### config.mk
export PLATFORM = sky130hd
export DESIGN_NAME = fmd_discriminator
export DESIGN_NICKNAME = d
export VERILOG_FILES = /design/src/core/fmd_pkg.sv /design/src/core/fmd_discriminator.sv
export SDC_FILE = /design/constraint.sdc
export NUM_CORES = 1
export LEC_CHECK = 0
export ABC_AREA = 1
export BUFFER_PORTS_ARGS = -buffer_cell sky130_fd_sc_hd__buf_2
export CORE_AREA = 2 2 191 193
export DETAILED_ROUTE_END_ITERATION = 8
export DIE_AREA = 0 0 193 195
export PLACE_DENSITY_LB_ADDON = 0.08
export RECOVER_POWER = 100
export SYNTH_ARGS = -nofsm -noshare
export SYNTH_HDL_FRONTEND = slang
export SYNTH_SLANG_ARGS = --single-unit
### constraint.sdc
create_clock -name sys_clk -period 3.25 [get_ports sys_clk]
set_input_delay 0.4875 -clock sys_clk [delete_from_list [all_inputs] [get_ports sys_clk]]
set_output_delay 0.4875 -clock sys_clk [all_outputs]
set_load 0.01 [all_outputs]
### src/core/fmd_pkg.sv
// Purpose: constants and types for the digital fm discriminator block
// Assumes: 32-bit axi4-lite register access, 100 MHz sys_clk
// Notes:   command word packs first/second/third data bytes in bits 7:0/15:8/23:16
package fmd_pkg;
    localparam logic [7:0]  OFS_COMMAND    = 8'h00;
    localparam logic [7:0]  OFS_STATUS     = 8'h04;
    localparam logic [1:0]  RESP_OKAY      = 2'h0;
    localparam logic [1:0]  RESP_SLVERR    = 2'h2;
    localparam int          BYTE1_LSB      = 0;
    localparam int          BYTE2_LSB      = 8;
    localparam int          BYTE3_LSB      = 16;
    localparam int          STAT_D_LSB     = 8;
    localparam int          STAT_M_LSB     = 16;
    localparam logic [1:0]  TYPE_SETUP     = 2'h2;
    localparam logic [1:0]  TYPE_NORMAL    = 2'h1;
    localparam logic [2:0]  PLL_CODE_A     = 3'h4;
    localparam logic [2:0]  PLL_CODE_B     = 3'h3;
    localparam logic [2:0]  PLL_CODE_C     = 3'h5;
    localparam logic [2:0]  PLL_CODE_RESET = 3'h6;
    localparam logic [9:0]  REF_DIV_A      = 10'h064;
    localparam logic [9:0]  REF_DIV_B      = 10'h339;
    localparam logic [9:0]  REF_DIV_C      = 10'h151;
    localparam logic [9:0]  REF_DIV_RESET  = 10'h078;
    localparam logic [9:0]  FB_DIV_A       = 10'h03F;
    localparam logic [9:0]  FB_DIV_B       = 10'h1C0;
    localparam logic [9:0]  FB_DIV_C       = 10'h0B7;
    localparam logic [9:0]  FB_DIV_RESET   = 10'h03F;
    localparam logic [1:0]  D_SEL_00       = 2'h2;
    localparam logic [1:0]  D_SEL_10       = 2'h3;
    localparam logic [1:0]  D_SEL_01       = 2'h3;
    localparam logic [1:0]  D_SEL_11       = 2'h2;
    localparam logic [5:0]  M_SEL_00       = 6'h27;
    localparam logic [5:0]  M_SEL_10       = 6'h28;
    localparam logic [5:0]  M_SEL_01       = 6'h25;
    localparam logic [5:0]  M_SEL_11       = 6'h26;
    localparam logic [1:0]  SEL_RESET      = 2'h0;
    localparam logic        LOCK_RESET     = 1'b0;
    localparam logic        OSC_ON_RESET   = 1'b1;
    localparam logic        DISC_ON_RESET  = 1'b1;

    typedef struct packed {
        logic [1:0] discSel;
        logic       lockFilt;
        logic [2:0] pllCode;
        logic       oscOn;
        logic       discOn;
    } fmd_cfg_t;

    localparam fmd_cfg_t CFG_RESET = '{
        discSel:  SEL_RESET,
        lockFilt: LOCK_RESET,
        pllCode:  PLL_CODE_RESET,
        oscOn:    OSC_ON_RESET,
        discOn:   DISC_ON_RESET
    };
endpackage

### src/core/fmd_discriminator.sv
// Purpose: fm discriminator, afc mix-down sampler and clock pll dividers
// Assumes: crystal, oscillator, bus clock and if input are async pins
// Notes:   all pins pass two flops; rising edges of the synced clock pins pace the logic; the if pin is sampled as a level
`timescale 1ns/1ps
`default_nettype none
module fmd_discriminator
    import fmd_pkg::*;
#(
    parameter int M_MAX = 40
) (
    input  wire logic        sys_clk,
    input  wire logic        reset_n,
    input  wire logic [7:0]  s_axi_awaddr,
    input  wire logic        s_axi_awvalid,
    output logic             s_axi_awready,
    input  wire logic [31:0] s_axi_wdata,
    input  wire logic [3:0]  s_axi_wstrb,
    input  wire logic        s_axi_wvalid,
    output logic             s_axi_wready,
    output logic [1:0]       s_axi_bresp,
    output logic             s_axi_bvalid,
    input  wire logic        s_axi_bready,
    input  wire logic [7:0]  s_axi_araddr,
    input  wire logic        s_axi_arvalid,
    output logic             s_axi_arready,
    output logic [31:0]      s_axi_rdata,
    output logic [1:0]       s_axi_rresp,
    output logic             s_axi_rvalid,
    input  wire logic        s_axi_rready,
    input  wire logic        crystalClockIn,
    input  wire logic        controllerClockOscillator,
    input  wire logic        serialBusClock,
    input  wire logic        ifLimitedInput,
    output logic             afcMixdownOutput,
    output logic             discOutput,
    output logic             pllRefTick,
    output logic             pllFbTick,
    output logic             oscEnable,
    output logic             lockFilterSel,
    output logic             discActive
);

    // pin synchronisers, one flop pair per pin
    localparam int NPIN = 4;
    logic [NPIN-1:0] pinRaw;
    logic [NPIN-1:0] pinMeta_reg;
    logic [NPIN-1:0] pinSync_reg;
    logic [NPIN-1:0] pinPrev_reg;
    logic [NPIN-1:0] pinRise;

    assign pinRaw = {ifLimitedInput, serialBusClock,
                     controllerClockOscillator, crystalClockIn};

    genvar gi;
    generate
        for (gi = 0; gi < NPIN; gi++) begin : g_sync
            always_ff @(posedge sys_clk or negedge reset_n) begin
                if (!reset_n) begin
                    pinMeta_reg[gi] <= 1'b0;
                    pinSync_reg[gi] <= 1'b0;
                    pinPrev_reg[gi] <= 1'b0;
                end else begin
                    pinMeta_reg[gi] <= pinRaw[gi];
                    pinSync_reg[gi] <= pinMeta_reg[gi];
                    pinPrev_reg[gi] <= pinSync_reg[gi];
                end
            end
            assign pinRise[gi] = pinSync_reg[gi] & ~pinPrev_reg[gi];
        end
    endgenerate

    wire xtalRise = pinRise[0];
    wire oscRise  = pinRise[1];
    wire busRise  = pinRise[2];
    // both paths read the same synced if sample
    wire ifSync   = pinSync_reg[3];

    // configuration
    fmd_cfg_t   cfg_reg;
    fmd_cfg_t   cfg_next;
    logic [31:0] command_reg;
    logic        cfgSeen_reg;

    // axi4-lite write side
    logic        awReady_reg;
    logic        wReady_reg;
    logic        bValid_reg;
    logic [1:0]  bResp_reg;
    logic [7:0]  awAddr_reg;
    logic [31:0] wData_reg;
    logic [3:0]  wStrb_reg;

    wire awFire  = s_axi_awvalid & awReady_reg;
    wire wFire   = s_axi_wvalid & wReady_reg;
    wire doWrite = ~awReady_reg & ~wReady_reg & ~bValid_reg;
    wire wrCmd   = doWrite & (awAddr_reg == OFS_COMMAND);

    logic [31:0] cmdMerged;
    generate
        for (gi = 0; gi < 4; gi++) begin : g_lane
            assign cmdMerged[gi*8 +: 8] = wStrb_reg[gi] ? wData_reg[gi*8 +: 8]
                                                        : command_reg[gi*8 +: 8];
        end
    endgenerate

    wire [7:0] byte1 = cmdMerged[BYTE1_LSB +: 8];
    wire [7:0] byte2 = cmdMerged[BYTE2_LSB +: 8];
    wire [7:0] byte3 = cmdMerged[BYTE3_LSB +: 8];

    wire isSetup   = wrCmd & (byte2[7:6] == TYPE_SETUP) & (byte3[1:0] == 2'h0);
    wire isNormal  = wrCmd & (byte2[7:6] == TYPE_NORMAL);
    wire setupDisc = isSetup & byte3[5];

    always_comb begin
        cfg_next = cfg_reg;
        if (setupDisc) begin
            cfg_next.discSel  = byte1[7:6];
            cfg_next.lockFilt = byte1[5];
            cfg_next.pllCode  = byte1[2:0];
        end
        if (isSetup) begin
            cfg_next.oscOn = byte2[0];
        end
        if (isNormal) begin
            cfg_next.discOn = byte2[5];
        end
    end

    always_ff @(posedge sys_clk or negedge reset_n) begin
        if (!reset_n) begin
            cfg_reg     <= CFG_RESET;
            command_reg <= 32'h0000_0000;
            cfgSeen_reg <= 1'b0;
        end else begin
            cfg_reg <= cfg_next;
            if (wrCmd) begin
                command_reg <= cmdMerged;
            end
            if (setupDisc) begin
                cfgSeen_reg <= 1'b1;
            end
        end
    end

    always_ff @(posedge sys_clk or negedge reset_n) begin
        if (!reset_n) begin
            awReady_reg <= 1'b1;
            wReady_reg  <= 1'b1;
            bValid_reg  <= 1'b0;
            bResp_reg   <= RESP_OKAY;
            awAddr_reg  <= 8'h00;
            wData_reg   <= 32'h0000_0000;
            wStrb_reg   <= 4'h0;
        end else begin
            if (awFire) begin
                awAddr_reg  <= s_axi_awaddr;
                awReady_reg <= 1'b0;
            end
            if (wFire) begin
                wData_reg  <= s_axi_wdata;
                wStrb_reg  <= s_axi_wstrb;
                wReady_reg <= 1'b0;
            end
            if (doWrite) begin
                bValid_reg <= 1'b1;
                // status is read-only, so a write there is an error too
                bResp_reg  <= (wrCmd) ? RESP_OKAY : RESP_SLVERR;
            end
            if (bValid_reg & s_axi_bready) begin
                bValid_reg  <= 1'b0;
                awReady_reg <= 1'b1;
                wReady_reg  <= 1'b1;
            end
        end
    end

    // divider and delay selection
    logic [1:0] dSel;
    logic [5:0] mSel;
    logic [9:0] refDiv;
    logic [9:0] fbDiv;

    assign dSel = (cfg_reg.discSel == 2'h0) ? D_SEL_00 :
                  (cfg_reg.discSel == 2'h2) ? D_SEL_10 :
                  (cfg_reg.discSel == 2'h1) ? D_SEL_01 :
                                              D_SEL_11;
    assign mSel = (cfg_reg.discSel == 2'h0) ? M_SEL_00 :
                  (cfg_reg.discSel == 2'h2) ? M_SEL_10 :
                  (cfg_reg.discSel == 2'h1) ? M_SEL_01 :
                                              M_SEL_11;
    // unlisted codes fall back to the slowest-safe power-up pair
    assign refDiv = (cfg_reg.pllCode == PLL_CODE_A) ? REF_DIV_A :
                    (cfg_reg.pllCode == PLL_CODE_B) ? REF_DIV_B :
                    (cfg_reg.pllCode == PLL_CODE_C) ? REF_DIV_C :
                                                      REF_DIV_RESET;
    assign fbDiv  = (cfg_reg.pllCode == PLL_CODE_A) ? FB_DIV_A :
                    (cfg_reg.pllCode == PLL_CODE_B) ? FB_DIV_B :
                    (cfg_reg.pllCode == PLL_CODE_C) ? FB_DIV_C :
                                                      FB_DIV_RESET;

    // read side
    logic        arReady_reg;
    logic        rValid_reg;
    logic [31:0] rData_reg;
    logic [1:0]  rResp_reg;
    logic [31:0] statusWord;

    assign statusWord = {10'h000, mSel, 6'h00, dSel, cfg_reg};
    wire   arFire = s_axi_arvalid & arReady_reg;
    wire   rdCmd  = s_axi_araddr == OFS_COMMAND;
    wire   rdStat = s_axi_araddr == OFS_STATUS;

    always_ff @(posedge sys_clk or negedge reset_n) begin
        if (!reset_n) begin
            arReady_reg <= 1'b1;
            rValid_reg  <= 1'b0;
            rData_reg   <= 32'h0000_0000;
            rResp_reg   <= RESP_OKAY;
        end else begin
            if (arFire) begin
                arReady_reg <= 1'b0;
                rValid_reg  <= 1'b1;
                rData_reg   <= rdCmd ? command_reg : rdStat ? statusWord : 32'h0000_0000;
                rResp_reg   <= (rdCmd | rdStat) ? RESP_OKAY : RESP_SLVERR;
            end
            if (rValid_reg & s_axi_rready) begin
                rValid_reg  <= 1'b0;
                arReady_reg <= 1'b1;
            end
        end
    end

    // clock pll dividers
    logic [9:0] refCnt_reg;
    logic [9:0] fbCnt_reg;
    logic       refTick_reg;
    logic       fbTick_reg;

    wire refWrap = xtalRise & (refCnt_reg >= refDiv - 10'h001);
    wire fbWrap  = oscRise & cfg_reg.oscOn & (fbCnt_reg >= fbDiv - 10'h001);

    always_ff @(posedge sys_clk or negedge reset_n) begin
        if (!reset_n) begin
            refCnt_reg  <= 10'h000;
            fbCnt_reg   <= 10'h000;
            refTick_reg <= 1'b0;
            fbTick_reg  <= 1'b0;
        end else begin
            refTick_reg <= refWrap;
            fbTick_reg  <= fbWrap;
            if (refWrap) begin
                refCnt_reg <= 10'h000;
            end else if (xtalRise) begin
                refCnt_reg <= refCnt_reg + 10'h001;
            end
            // oscillator off: feedback count parks at zero
            if (fbWrap | ~cfg_reg.oscOn) begin
                fbCnt_reg <= 10'h000;
            end else if (oscRise) begin
                fbCnt_reg <= fbCnt_reg + 10'h001;
            end
        end
    end

    // afc mix-down sampler at half the bus clock
    logic       busPhase_reg;
    logic       afc_reg;
    logic [1:0] busSkip_reg;
    wire        afcSample = busRise & busPhase_reg;

    always_ff @(posedge sys_clk or negedge reset_n) begin
        if (!reset_n) begin
            busPhase_reg <= 1'b0;
            afc_reg      <= 1'b0;
            busSkip_reg  <= 2'h0;
        end else begin
            if (busRise) begin
                busPhase_reg <= ~busPhase_reg;
                // unsampled bus rises since the last sample, for the rate check
                busSkip_reg  <= afcSample ? 2'h0 : busSkip_reg + 2'h1;
            end
            if (afcSample) begin
                afc_reg <= ifSync;
            end
        end
    end

    // discriminator: sample tick every D crystal edges
    logic [1:0]       dCnt_reg;
    logic [M_MAX-1:0] delay_reg;
    logic             disc_reg;
    wire  discTick = xtalRise & (dCnt_reg >= dSel - 2'h1);
    wire  [5:0] tapIdx = mSel - 6'h01;
    wire  tap = delay_reg[tapIdx];

    always_ff @(posedge sys_clk or negedge reset_n) begin
        if (!reset_n) begin
            dCnt_reg  <= 2'h0;
            delay_reg <= '0;
            disc_reg  <= 1'b0;
        end else begin
            // crystal-paced so every delay spans the same time
            // a new D restarts the count so it never overruns the divider
            if (discTick | setupDisc) begin
                dCnt_reg <= 2'h0;
            end else if (xtalRise) begin
                dCnt_reg <= dCnt_reg + 2'h1;
            end
            if (discTick) begin
                delay_reg <= {delay_reg[M_MAX-2:0], ifSync};
            end
            if (~cfg_reg.discOn) begin
                disc_reg <= 1'b0;
            end else if (discTick) begin
                disc_reg <= ifSync ^ tap;
            end
        end
    end

    assign s_axi_awready    = awReady_reg;
    assign s_axi_wready     = wReady_reg;
    assign s_axi_bvalid     = bValid_reg;
    assign s_axi_bresp      = bResp_reg;
    assign s_axi_arready    = arReady_reg;
    assign s_axi_rvalid     = rValid_reg;
    assign s_axi_rdata      = rData_reg;
    assign s_axi_rresp      = rResp_reg;
    assign afcMixdownOutput = afc_reg;
    assign discOutput       = disc_reg;
    assign pllRefTick       = refTick_reg;
    assign pllFbTick        = fbTick_reg;
    assign oscEnable        = cfg_reg.oscOn;
    assign lockFilterSel    = cfg_reg.lockFilt;
    assign discActive       = cfg_reg.discOn;
endmodule // fmd_discriminator
`default_nettype wire

# ---- Yosys cells after proc, flatten, opt, wreduce, memory -nomap -nowiden
# Cells that the tools add are included.
dict set report word_totals {
  output_inout_bits 48
  word_cells 147
  reg_bits 203
  in_bits 63
}
dict set report op_classes {
  order_cmp 4
  eq_ne 9
  n_addsub 7
  n_bitwise 32
  muxes 39
  n_reduce_logical 15
}
# operator n
set op_table {}
lappend op_table {{10-bit two-way mux} 6}
lappend op_table {{32-bit two-way mux} 1}
lappend op_table {{9-bit two-way mux} 3}
lappend op_table {{8-bit two-way mux} 3}
lappend op_table {{22-bit two-way mux} 1}
lappend op_table {{10-bit by 1-bit adder with 10-bit output, second input constant} 2}
lappend op_table {{1-bit bitwise AND} 20}
lappend op_table {{10-bit >= comparator} 2}
lappend op_table {{8-bit zero test} 2}
lappend op_table {{1-bit two-way mux} 16}
lappend op_table {{2-bit nonzero test} 7}
lappend op_table {{2-bit two-way mux} 5}
lappend op_table {{10-bit by 1-bit subtractor with 10-bit output, second input constant} 1}
lappend op_table {{9-bit by 1-bit subtractor with 10-bit output, second input constant} 1}
lappend op_table {{8-bit by 3-bit == test with 1-bit output, second input constant} 1}
lappend op_table {{4-bit two-way mux} 2}
lappend op_table {{1-bit NOT} 8}
lappend op_table {{2-bit AND reduction} 4}
lappend op_table {{6-bit by 7-bit < comparator with 1-bit output, second input constant} 1}
lappend op_table {{1-bit binary-select mux with 6-bit select} 1}
lappend op_table {{3-bit == test, second input constant} 2}
lappend op_table {{6-bit two-way mux} 1}
lappend op_table {{6-bit by 1-bit subtractor with 6-bit output, second input constant} 1}
lappend op_table {{2-bit by 1-bit == test with 1-bit output, second input constant} 2}
lappend op_table {{other kinds (9)} 13}

# ---- Logic depth before layout (Yosys ltp)
# Gate-level depths: netlist (run 1).
dict set report logic_depth {
  ltp_word 10
  ltp_mapped 14
  ltp_nobuf 14
}

# ---- Least setup slack after synthesis (run 1)
# OpenSTA, ideal clock, no wires.
dict set report synth_timing {
  kind {register to register}
  start {reg cfg_reg[3] in the netlist's numbering}
  end {reg fbCnt_reg[6]}
  n_path_buf 0
  stages_incl_launch_ff 14
  t_required_ns 3.125
  period_less_slack_ns 2.332
  setup_time_ns 0.125
  path_slack_ns 0.918
  t_arrival_ns 2.207
  cell_sequence {dfstp_2 inv_1 nor3_1 nor2_1 ha_1 inv_1 ha_1 inv_1 nor2_1 nand3_1 nand3_1 nand2_1 nand2_1 nor2_1}
}
dict set report synth_via {
  elab_chain_cells 9
  word_cells_on_any_way 12
  classes_between {1 x add/sub; 1 x order compare; 3 x eq/ne; 4 x mux; 2 x bitwise; 1 x reduce/logical}
}
# element line_no
set synth_rtl {}
lappend synth_rtl {{start: declaration} fmd_discriminator.sv:79} ;# fmd_cfg_t cfg_reg;
lappend synth_rtl {{start signal: assignment} fmd_discriminator.sv:135} ;# cfg_reg <= cfg_next;
lappend synth_rtl {{3-bit == test} fmd_discriminator.sv:198} ;# (cfg_reg.pllCode == PLL_CODE_C) ? FB_DIV_C :
lappend synth_rtl {{8-bit two-way mux} fmd_discriminator.sv:198}
lappend synth_rtl {{9-bit two-way mux} fmd_discriminator.sv:197} ;# (cfg_reg.pllCode == PLL_CODE_B) ? FB_DIV_B :
lappend synth_rtl {{9-bit two-way mux *} fmd_discriminator.sv:196} ;# assign fbDiv = (cfg_reg.pllCode == PLL_CODE_A) ? FB_DIV_A :
lappend synth_rtl {{9-bit by 1-bit subtractor with 10-bit output *} fmd_discriminator.sv:240} ;# wire fbWrap = oscRise & cfg_reg.oscOn & (fbCnt_reg >= fbDiv - 10'h001);
lappend synth_rtl {{10-bit >= comparator *} fmd_discriminator.sv:240}
lappend synth_rtl {{1-bit bitwise AND *} fmd_discriminator.sv:240}
lappend synth_rtl {{1-bit OR *} fmd_discriminator.sv:257} ;# if (fbWrap | ~cfg_reg.oscOn) begin
lappend synth_rtl {{10-bit two-way mux or 2-bit nonzero test (tied branches)} --}
lappend synth_rtl {{end signal: assignment} fmd_discriminator.sv:260} ;# fbCnt_reg <= fbCnt_reg + 10'h001;
lappend synth_rtl {{end: declaration} fmd_discriminator.sv:235} ;# logic [9:0] fbCnt_reg;
# Every way passes the cells marked *; elsewhere a longest branch is shown, timed or not.
# A chain may end at the register's enable or synchronous reset.

# ---- Final worst setup path (run 1)
dict set report layout_timing {
  start {reg cfg_reg[3] in the netlist's numbering}
  end {reg fbCnt_reg[8]}
}
# Same word-level chain as after synthesis.

==> results_dict.tcl, run 1 <==
set metrics [dict create \
    crit_start "cfg_reg[3]$_DFFE_PN1P_" \
    wl_per_cell_um 14.6 \
    top_layer_used "met4" \
    drive_gt1_frac 0.143 \
    drv_cap 2 \
    grt-ovfl-total 0 \
    largest_register_ffs 40 \
    syn_to_final_growth_pct 20.7 \
    first_iter_violations 324 \
    crit_fanout 8 \
    endpoint_kind "flop" \
    core_area_um2 35400 \
    clock_sinks 201 \
    grt_pass1_wl_um 37300 \
    final_common_cell "nand2_1" \
    layout.nets 1174 \
    rsz0062_at_grt "no" \
    cts_resized 0 \
    drv_slew 113 \
    syn_avg_cell_area_um2 9.13 \
    port-buffer-count 108 \
    crit_arrival_ps 3160 \
    pin_count 111 \
    numCtsBuffers 26 \
    ctsHoldBuffers 1 \
    routabilityCongestion 0.733 \
    ys_ff_latch 201 \
    wl_met1_um 11700 \
    first_global_vias 6576 \
    synth_cell_type_count 36 \
    ys_seq_area_frac 0.572 \
    grt_max_degree 72 \
    tightest_slew_ps 1960 \
    antenna_found_initial 0 \
    initial_utilization 0.249 \
    path_clk_slew_ps 60 \
    post-cts-setup-buffers 0 \
    diodes 0 \
    worstReg2RegStart "cfg_reg[3]$_DFFE_PN1P_" \
    timing.hold.ws_ps 49.2 \
    vdd_drop_max_mv 0.484 \
    clk_path_buf_depth 3 \
    finalNonFillerCells 1567 \
    clock.fmax_mhz 363 \
    root_buffer "clkbuf_16" \
    place_hpwl_um 15900 \
    period_minus_slack_ps 2750 \
    synth.top_cell.area_share 0.551 \
    relSlewSlack -0.306 \
    layout_common_cells "nand2_1 (330), dfrtp_1 (194), inv_1 (80), nor2_1 (77), buf_2 (62)" \
    grt_use_total 0.125 \
    netlist_instances 966 \
    setup_viol 0 \
    hold_class "in2reg" \
    ys.flop_type "dfrtp_1" \
    final_antenna_net_count 0 \
    wirelength_um 22900 \
    netlist_top_cells_area "dfrtp_1 (55%), nand2_1 (14%), mux2_2 (5.2%)" \
    finalHoldViolations 0 \
    rows 69 \
    skew_ps 13.4 \
    synth_edf_count 0 \
    via_count 6528 \
    drcViolationCount 0 \
    viasPerCell 4.17 \
    htreeDepth 1 \
    synth_top_area_cell "dfrtp_1" \
    die_h_um 195 \
    status "complete, but fails checks" \
    hold_start "serialBusClock" \
    finalCritPeriodShare 0.847 \
    worstSetupStartpointType "flop" \
    clkLatencyLatePin_ps 550 \
    power.density_nw_per_um2 745 \
    synth_area_um2 8820 \
    wl_met2_um 9760 \
    violations "max-capacitance violations, max-slew violations" \
    ys_warn_count 0 \
    required_ps 3660 \
    report.power.total_mw 7.93 \
    wl_met3_um 1020 \
    drtPass1Iterations 4 \
    leakage_nw 5.21 \
    dp.cells 1518 \
    async_flop_share 1.00 \
    chipWidth_um 193 \
    die_area_um2 37600 \
    path_class "reg2reg" \
    cts_tree "yes" \
    fin_setup_tns_ps 0 \
]
-- final timing paths --
kind,endpoint,slack [ps],cells after the start
max,fbCnt_reg[8]$_DFFE_PN0P_,500,13
min,pinMeta_reg[2]$_DFF_PN0_,50,1
max reg2reg,fbCnt_reg[8]$_DFFE_PN0P_,500,13
min reg2reg,pinSync_reg[0]$_DFF_PN0_,350,0
max in group asynchronous,s_axi_rdata[24]$_DFFE_PN0P_,750,3
min in group asynchronous,fbCnt_reg[5]$_DFFE_PN0P_,1040,2
-- where the power goes --
part / internal, mW / total [mW] / switching, mW
Clock: 1.67 / 2.80 / 1.13
Combinational: 0.643 / 1.51 / 0.863
Sequential: 3.13 / 3.62 / 0.494
-- cells in the mapped netlist, types with 2 or more instances --
| master | instances |
|---|---|
| a21o_1 | 2 |
| a21oi_1 | 17 |
| a31oi_1 | 13 |
| buf_1 | 4 |
| buf_2 | 13 |
| buf_4 | 2 |
| buf_6 | 3 |
| clkbuf_1 | 12 |
| clkinv_1 | 2 |
| conb_1 | 2 |
| dfrtp_1 | 194 |
| dfstp_2 | 7 |
| ha_1 | 25 |
| inv_1 | 79 |
| mux2_2 | 41 |
| nand2_1 | 329 |
| nand3_1 | 57 |
| nand3_2 | 2 |
| nand3b_1 | 2 |
| nand4_1 | 6 |
| nor2_1 | 76 |
| nor3_1 | 8 |
| o21ai_0 | 46 |
| o21ai_1 | 3 |
| o21ai_2 | 4 |
| xnor2_1 | 3 |
| xor2_1 | 5 |
-- area by class of cell --
| class | count | area [um2] |
|---|---|---|
| timing repair buffer | 123 | 604 |
| inverter | 82 | 308 |
| multi-input combinational | 652 | 3280 |
| tap | 461 | 577 |
| clock inverter | 4 | 72.6 |
| clock buffer | 44 | 758 |
| fill | 3829 | 24800 |
| sequential | 201 | 5040 |
-- critical path, cell delays in order (launching register included) --
cell and delay (ps):
dfstp_1 540, inv_1 70, nor3_1 540, nor2_1 140
ha_1 310, inv_1 40, ha_1 260, inv_1 30
nor2_1 90, nand3_1 100, nand3_1 90, nand2_1 70
nand2_1 240, nor2_1 80
-- through the flow --
stage / utilization / area [um2] / worst slack, ps
detailed placement: 0.280 / 9910 / 526
floorplan: - / 8830 / 918
finish: 0.301 / 10600 / 497
global placement: 0.280 / 9910 / 593
CTS: 0.304 / 10800 / 497
global route: 0.301 / 10600 / 137
-- cell families after synthesis --
kind of cell	Yosys count	share of synthesized area
muxes	41	0.0524
DFF	201	0.572
AOI/OAI and AO/OA	88	0.0549
other	2	0.000852
buffers and inverters	116	0.0546
xor gates and xnor gates	8	0.00795
and+or+nand+nor	485	0.222
adders and majority gates	25	0.0355
-- per-layer routing --
metal / up-vias / track usage
met5: - / 0
met4: 0 / 0.0337
met3: 30 / 0.0219
met2: 102 / 0.182
met1: 3080 / 0.188
li1: 3316 / -
(Power assumes the default switching activity.)
==> run 2: changes to the inputs <==
==> constraint.sdc (replaced) <==
create_clock -name sys_clk -period 2.5 [get_ports sys_clk]
set_input_delay 0.375 -clock sys_clk [delete_from_list [all_inputs] [get_ports sys_clk]]
set_output_delay 0.375 -clock sys_clk [all_outputs]
set_load 0.01 [all_outputs]
==> run 2 against run 1 <==
Compared with the run above:
- the run now ends clean
- design area increased by 0.26%
- clock skew decreased by 4.7 ps
- setup slack worse by 220 ps
- total power increased by 27%
- sequential power rose by 30%
- highest routed layer is now met5
- via count decreased by 1.2%
==> results_dict.tcl, run 2 (synthesis results as in run 1) <==
set metrics [dict create \
    vdd_drop_max_mv 0.432 \
    setup_viol 0 \
    finalCritPeriodShare 0.888 \
    htreeDepth 1 \
    viasPerCell 4.08 \
    largest_register_ffs 40 \
    finalNonFillerCells 1579 \
    drcViolationCount 0 \
    numCtsBuffers 25 \
    clk_path_buf_depth 3 \
    layout_common_cells "nand2_1 (329), dfrtp_1 (194), inv_1 (80), nor2_1 (76), clkbuf_1 (66)" \
    antenna_found_initial 2 \
    layout.nets 1186 \
    leakage_nw 5.23 \
    grt_pass1_wl_um 37100 \
    wl_per_cell_um 14.3 \
    initial_utilization 0.249 \
    drv_cap 0 \
    dp_slack_ps 64.3 \
    drv_slew 0 \
    port-buffer-count 108 \
    grt_max_degree 71 \
    die_h_um 195 \
    crit_arrival_ps 2620 \
    routabilityCongestion 0.734 \
    wirelength_um 22600 \
    dp.cells 1526 \
    crit_chain "nand2_1 -> nor2_1 -> nor2_1 -> ha_1 -> inv_1 -> ha_1 -> inv_1 -> nor2_1 -> nand3_1 -> nand3_1 -> nand2_1 -> nand2_2 -> nor2_1" \
    grt_use_total 0.124 \
    period_minus_slack_ps 2220 \
    cts_tree "yes" \
    fin_setup_tns_ps 0 \
    top_layer_used "met5" \
    clock_sinks 201 \
    drive_gt1_frac 0.146 \
    wl_met2_um 9740 \
    final_antenna_net_count 0 \
    required_ps 2900 \
    clock.fmax_mhz 450 \
    first_global_vias 6496 \
    critPathSlowestCell "dfstp_2" \
    rsz0062_at_grt "no" \
    hold_class "in2reg" \
    pin_count 111 \
    p_switching_mw 3.14 \
    grt-ovfl-total 0 \
    finalHoldViolations 0 \
    clkLatencyLatePin_ps 520 \
    worstSetupStartpointType "flop" \
    swShare 0.313 \
    crit_top_cell "nor2_1" \
    p_seq_frac 0.469 \
    relSlewSlack 0.126 \
    via_count 6449 \
    status "complete, no violations" \
    p_clk_frac 0.336 \
    chipWidth_um 193 \
    tightest_slew_ps 1310 \
    p_int_mw 6.91 \
    nFillCells 3812 \
    combPwrFrac 0.195 \
    root_buffer "clkbuf_16" \
    die_area_um2 37600 \
    wl_met3_um 1130 \
    path_clk_slew_ps 60 \
    first_iter_violations 288 \
    syn_to_final_growth_pct 21.0 \
    place_hpwl_um 16000 \
    max_stage_delay_ps 580 \
    setup_ws_ps 279 \
    power.density_nw_per_um2 942 \
    rows 69 \
    endpoint_kind "flop" \
    skew_ps 8.69 \
    crit_fanout 8 \
    path_class "reg2reg" \
    final_common_cell "nand2_1" \
    wl_met1_um 11400 \
    drtPass1Iterations 4 \
    core_area_um2 35400 \
]
## run 2: changes by cell type in the layout (fill, tap and decap cells not counted), sizes merged
cell,change
buf,+3
bufinv,-1
clkbuf,+3
clkinv,+1
clkinvlp,-1
diode,+1
dlygate4sd3,+5
inv,+1
## run 2: worst max-delay path: cells and delay by family, from the launching register on
kind                       cells  cell delay (ps)
adders and majority gates      2              540
and+or+nand+nor                9              930
buffers and inverters          2               80
DFF                            1              580
## run 2: worst paths after layout
path / from / end / slack, ps / depth (start not counted)
max in group asynchronous: reset_n / delay_reg[26]$_DFFE_PN0P_ / 460 / 3
setup / recovery: cfg_reg[4]$_DFFE_PN1P_ / fbCnt_reg[8]$_DFFE_PN0P_ / 280 / 13
setup reg to reg: cfg_reg[4]$_DFFE_PN1P_ / fbCnt_reg[8]$_DFFE_PN0P_ / 280 / 13
min in group asynchronous: reset_n / fbCnt_reg[8]$_DFFE_PN0P_ / 680 / 2
hold / removal: s_axi_wvalid / s_axi_wready$_DFFE_PN1P_ / 30 / 2
hold reg to reg: pinMeta_reg[2]$_DFF_PN0_ / pinSync_reg[2]$_DFF_PN0_ / 350 / 0
## run 2: final cells by class
| class | instances | area (um2) | area share |
|---|---|---|---|
| Inverter | 82 | 308 | 0.0288 |
| Clock inverter | 4 | 23.8 | 0.00223 |
| Sequential cell | 201 | 5040 | 0.472 |
| Antenna cell | 1 | 2.50 | 0.000235 |
| Tap cell | 461 | 577 | 0.0541 |
| Timing Repair Buffer | 136 | 687 | 0.0644 |
| Multi-Input combinational cell | 652 | 3290 | 0.309 |
| Clock buffer | 42 | 739 | 0.0693 |
## run 2: metal layers
| metal | global-route usage | vias up |
|---|---|---|
| met1 | 0.185 | 2973 |
| met2 | 0.183 | 99 |
| li1 | - | 3346 |
| met3 | 0.0273 | 29 |
| met5 | 0 | - |
| met4 | 0.0281 | 2 |
## run 2: metrics by stage
stage          utilization  hold WS (ps)  area (um2)  power (mW)
2_1_floorplan            -          79.4        8830        6.01
3_3_place_gp         0.282           332        9990        6.88
3_5_place_dp         0.282           336        9990        6.90
4_1_cts              0.305          2.45       10800        10.4
5_1_grt              0.301          26.8       10700        10.8
6_report             0.301          28.1       10700        10.1
## run 2: power groups by stage
stage               sequential [mW]  clock [mW]  combinational (mW)
global placement               4.80           0                2.08
finish                         4.71        3.38                1.96
CTS                            4.75        3.54                2.11
floorplan                      4.56           0                1.45
detailed placement             4.81           0                2.09
global route                   4.85        3.68                2.28
## run 2: what timing repair did
| item | CTS | global route |
|---|---|---|
| endpoints found under the setup margin | 0 | 18 |
| gates resized for setup | 0 | 3 |
| hold buffers | 6 | 0 |
| endpoints found under the hold margin | 48 | 0 |
| buffers inserted | 0 | 0 |
==> run 3: changes to the inputs <==
--- a/config.mk
+++ b/config.mk
@@ -10,6 +10,8 @@
 export CORE_AREA = 2 2 191 193
 export DETAILED_ROUTE_END_ITERATION = 8
 export DIE_AREA = 0 0 193 195
+export HOLD_SLACK_MARGIN = 0.03
+export MAX_ROUTING_LAYER = met4
 export PLACE_DENSITY_LB_ADDON = 0.08
 export RECOVER_POWER = 100
 export SYNTH_ARGS = -nofsm -noshare
==> constraint.sdc (replaced) <==
create_clock -name sys_clk -period 2.3 [get_ports sys_clk]
set_input_delay 0.345 -clock sys_clk [delete_from_list [all_inputs] [get_ports sys_clk]]
set_output_delay 0.345 -clock sys_clk [all_outputs]
set_load 0.01 [all_outputs]
==> run 3 against run 2 <==
Compared with the run above:
- sequential power increased by 8.1%
- utilization is 0.76 points higher
- fmax grew 2.3%
- die area is the same
- clock-buffer cell count is 3 lower
- critical endpoint is now fbCnt_reg[2]$_DFFE_PN0P_
- clock skew fell by 2.5 ps
- worst hold slack improved by 34 ps
- first-iteration DRC count grew 14%
- design area is 2.5% higher
- combinational power rose by 11%
- via count increased by 2.2%
- clock power increased by 10%
==> results_dict.tcl, run 3 (synthesis results as in run 1) <==
set metrics [dict create \
    status "complete, no violations" \
    postLayoutCellArea_um2 10900 \
    tightest_slew_ps 1260 \
    grt_pass1_wl_um 36800 \
    finalCritPeriodShare 0.944 \
    largest_register_ffs 40 \
    vdd_drop_max_mv 0.555 \
    die_h_um 195 \
    power.density_nw_per_um2 1010 \
    skew_ps 6.24 \
    required_ps 2700 \
    placed_cell_area_um2 10100 \
    drtPass1Iterations 4 \
    hold_start "s_axi_awaddr[5]" \
    path_class "reg2reg" \
    clock_sinks 201 \
    final_core_util 0.309 \
    final_common_cell "nand2_1" \
    report.power.total_mw 11.0 \
    grt_max_degree 61 \
    layout_common_cells "nand2_1 (325), dfrtp_1 (194), inv_1 (77), nor2_1 (68), buf_2 (61)" \
    viasPerCell 4.13 \
    hold_end "awAddr_reg[5]$_DFFE_PN0P_" \
    drcViolationCount 0 \
    fin_setup_tns_ps 0 \
    numCtsBuffers 25 \
    reg2reg_slack_ps 130 \
    drv_slew 0 \
    routabilityCongestion 0.745 \
    root_buffer "clkbuf_16" \
    period_minus_slack_ps 2170 \
    htreeDepth 1 \
    clk_path_buf_depth 3 \
    min_delay_path_depth 2 \
    die_area_um2 37600 \
    hold_class "in2reg" \
    grt-ovfl-total 0 \
    finalHoldViolations 0 \
    worstSetupStartpointType "flop" \
    crit_fanout 4 \
    clock.fmax_mhz 461 \
    chipWidth_um 193 \
    port-buffer-count 108 \
    grt_use_total 0.127 \
    antenna_found_initial 3 \
    wirelength_um 22400 \
    drive_gt1_frac 0.171 \
    setup_viol 0 \
    nFillCells 3834 \
    first_iter_violations 327 \
    cts_tree "yes" \
    worstReg2RegStart "cfg_reg[3]$_DFFE_PN1P_" \
    relSlewSlack 0.161 \
    initial_utilization 0.249 \
    endpoint_kind "flop" \
    rsz0062_at_grt "yes" \
    path_clk_slew_ps 60 \
    clkLatencyLatePin_ps 510 \
    crit_arrival_ps 2570 \
    wl_per_cell_um 14.1 \
    drv_cap 0 \
    core_area_um2 35400 \
    leakage_nw 5.36 \
    first_global_vias 6501 \
    rows 69 \
    layout.nets 1203 \
    final_antenna_net_count 0 \
    place_hpwl_um 15700 \
    r2r-end "fbCnt_reg[2]$_DFFE_PN0P_" \
    syn_to_final_growth_pct 24.1 \
    ff2ff_path_depth 14 \
    via_count 6592 \
    pin_count 111 \
]
-- run 3: changes by cell type in the layout (fill, tap and decap cells not counted), moves of 3 or more --
cell,delta
clkbuf_1,-8
buf_6,+5
dlygate4sd3_1,+8
nand2_1,-4
nor2_1,-8
buf_4,+7
nor2_2,+7
inv_1,-3
-- run 3: where the power goes --
| part | leakage, nW | total, mW | internal, mW | switching (mW) |
|---|---|---|---|---|
| Sequential | 2.59 | 5.09 | 4.42 | 0.674 |
| Clock | 0.386 | 3.72 | 2.22 | 1.51 |
| Combinational | 2.39 | 2.18 | 0.935 | 1.25 |
| Total | 5.36 | 11.0 | 7.58 | 3.42 |
-- run 3: area by class of cell --
class                           count  area (um2)  share of cell area
Clock buffer                       39         748              0.0684
Inverter                           82         310              0.0284
Antenna cell                        3        7.51            0.000686
Clock inverter                      6        32.5             0.00297
Timing Repair Buffer              153         880              0.0804
Sequential cell                   201        5040               0.461
Tap cell                          461         577              0.0527
Multi-Input combinational cell    652        3350               0.306
-- run 3: metal layers --
metal / global-route usage / share of wire
met4: 0.0286 / 0.017
met2: 0.180 / 0.43
met5: - / 0
met1: 0.183 / 0.50
met3: 0.0268 / 0.049
-- run 3: critical path: stages, from the launching register on --
cell     delay [ps]
dfstp_2         570
inv_4            50
nor3_4          200
nor2_2           70
ha_1            270
inv_1            40
ha_1            260
inv_1            30
nor2_1           70
nand3_1         100
nand3_1          80
nand2_1          70
nand2_2          90
buf_6           110
nor2_1           40
-- run 3: repair_timing --
item | 4_1_cts | 5_1_grt
hold endpoints to repair | 51 | 0
setup buffers | 0 | 4
hold buffers | 14 | 0
endpoints found under the setup margin | 0 | 38
gates resized for setup | 0 | 23
-- run 3: how the worst max path moves through the flow --
stage | startpoint | to | depth (start not counted) | slack, ps
final | cfg_reg[3]$_DFFE_PN1P_ | fbCnt_reg[2]$_DFFE_PN0P_ | 14 | 130
after global placement | cfg_reg[4]$_DFFE_PN1P_ | fbCnt_reg[2]$_DFFE_PN0P_ | 14 | 140
after global routing | cfg_reg[3]$_DFFE_PN1P_ | fbCnt_reg[2]$_DFFE_PN0P_ | 14 | -30
after floorplan | cfg_reg[3]$_DFFE_PN1P_ | fbCnt_reg[6]$_DFFE_PN0P_ | 13 | 130
after CTS | cfg_reg[4]$_DFFE_PN1P_ | fbCnt_reg[2]$_DFFE_PN0P_ | 14 | 80
after detailed placement | cfg_reg[4]$_DFFE_PN1P_ | fbCnt_reg[2]$_DFFE_PN0P_ | 14 | 110
-- run 3: per-stage QoR --
step                      setup slack, ps  hold slack, ps  std cells
final                                 129            62.0       1597
after global routing                -31.2            37.5       1597
after CTS                            84.2            31.6       1590
after detailed placement              110             333       1531
after global placement                138             331       1531
after floorplan                       129            49.4        969
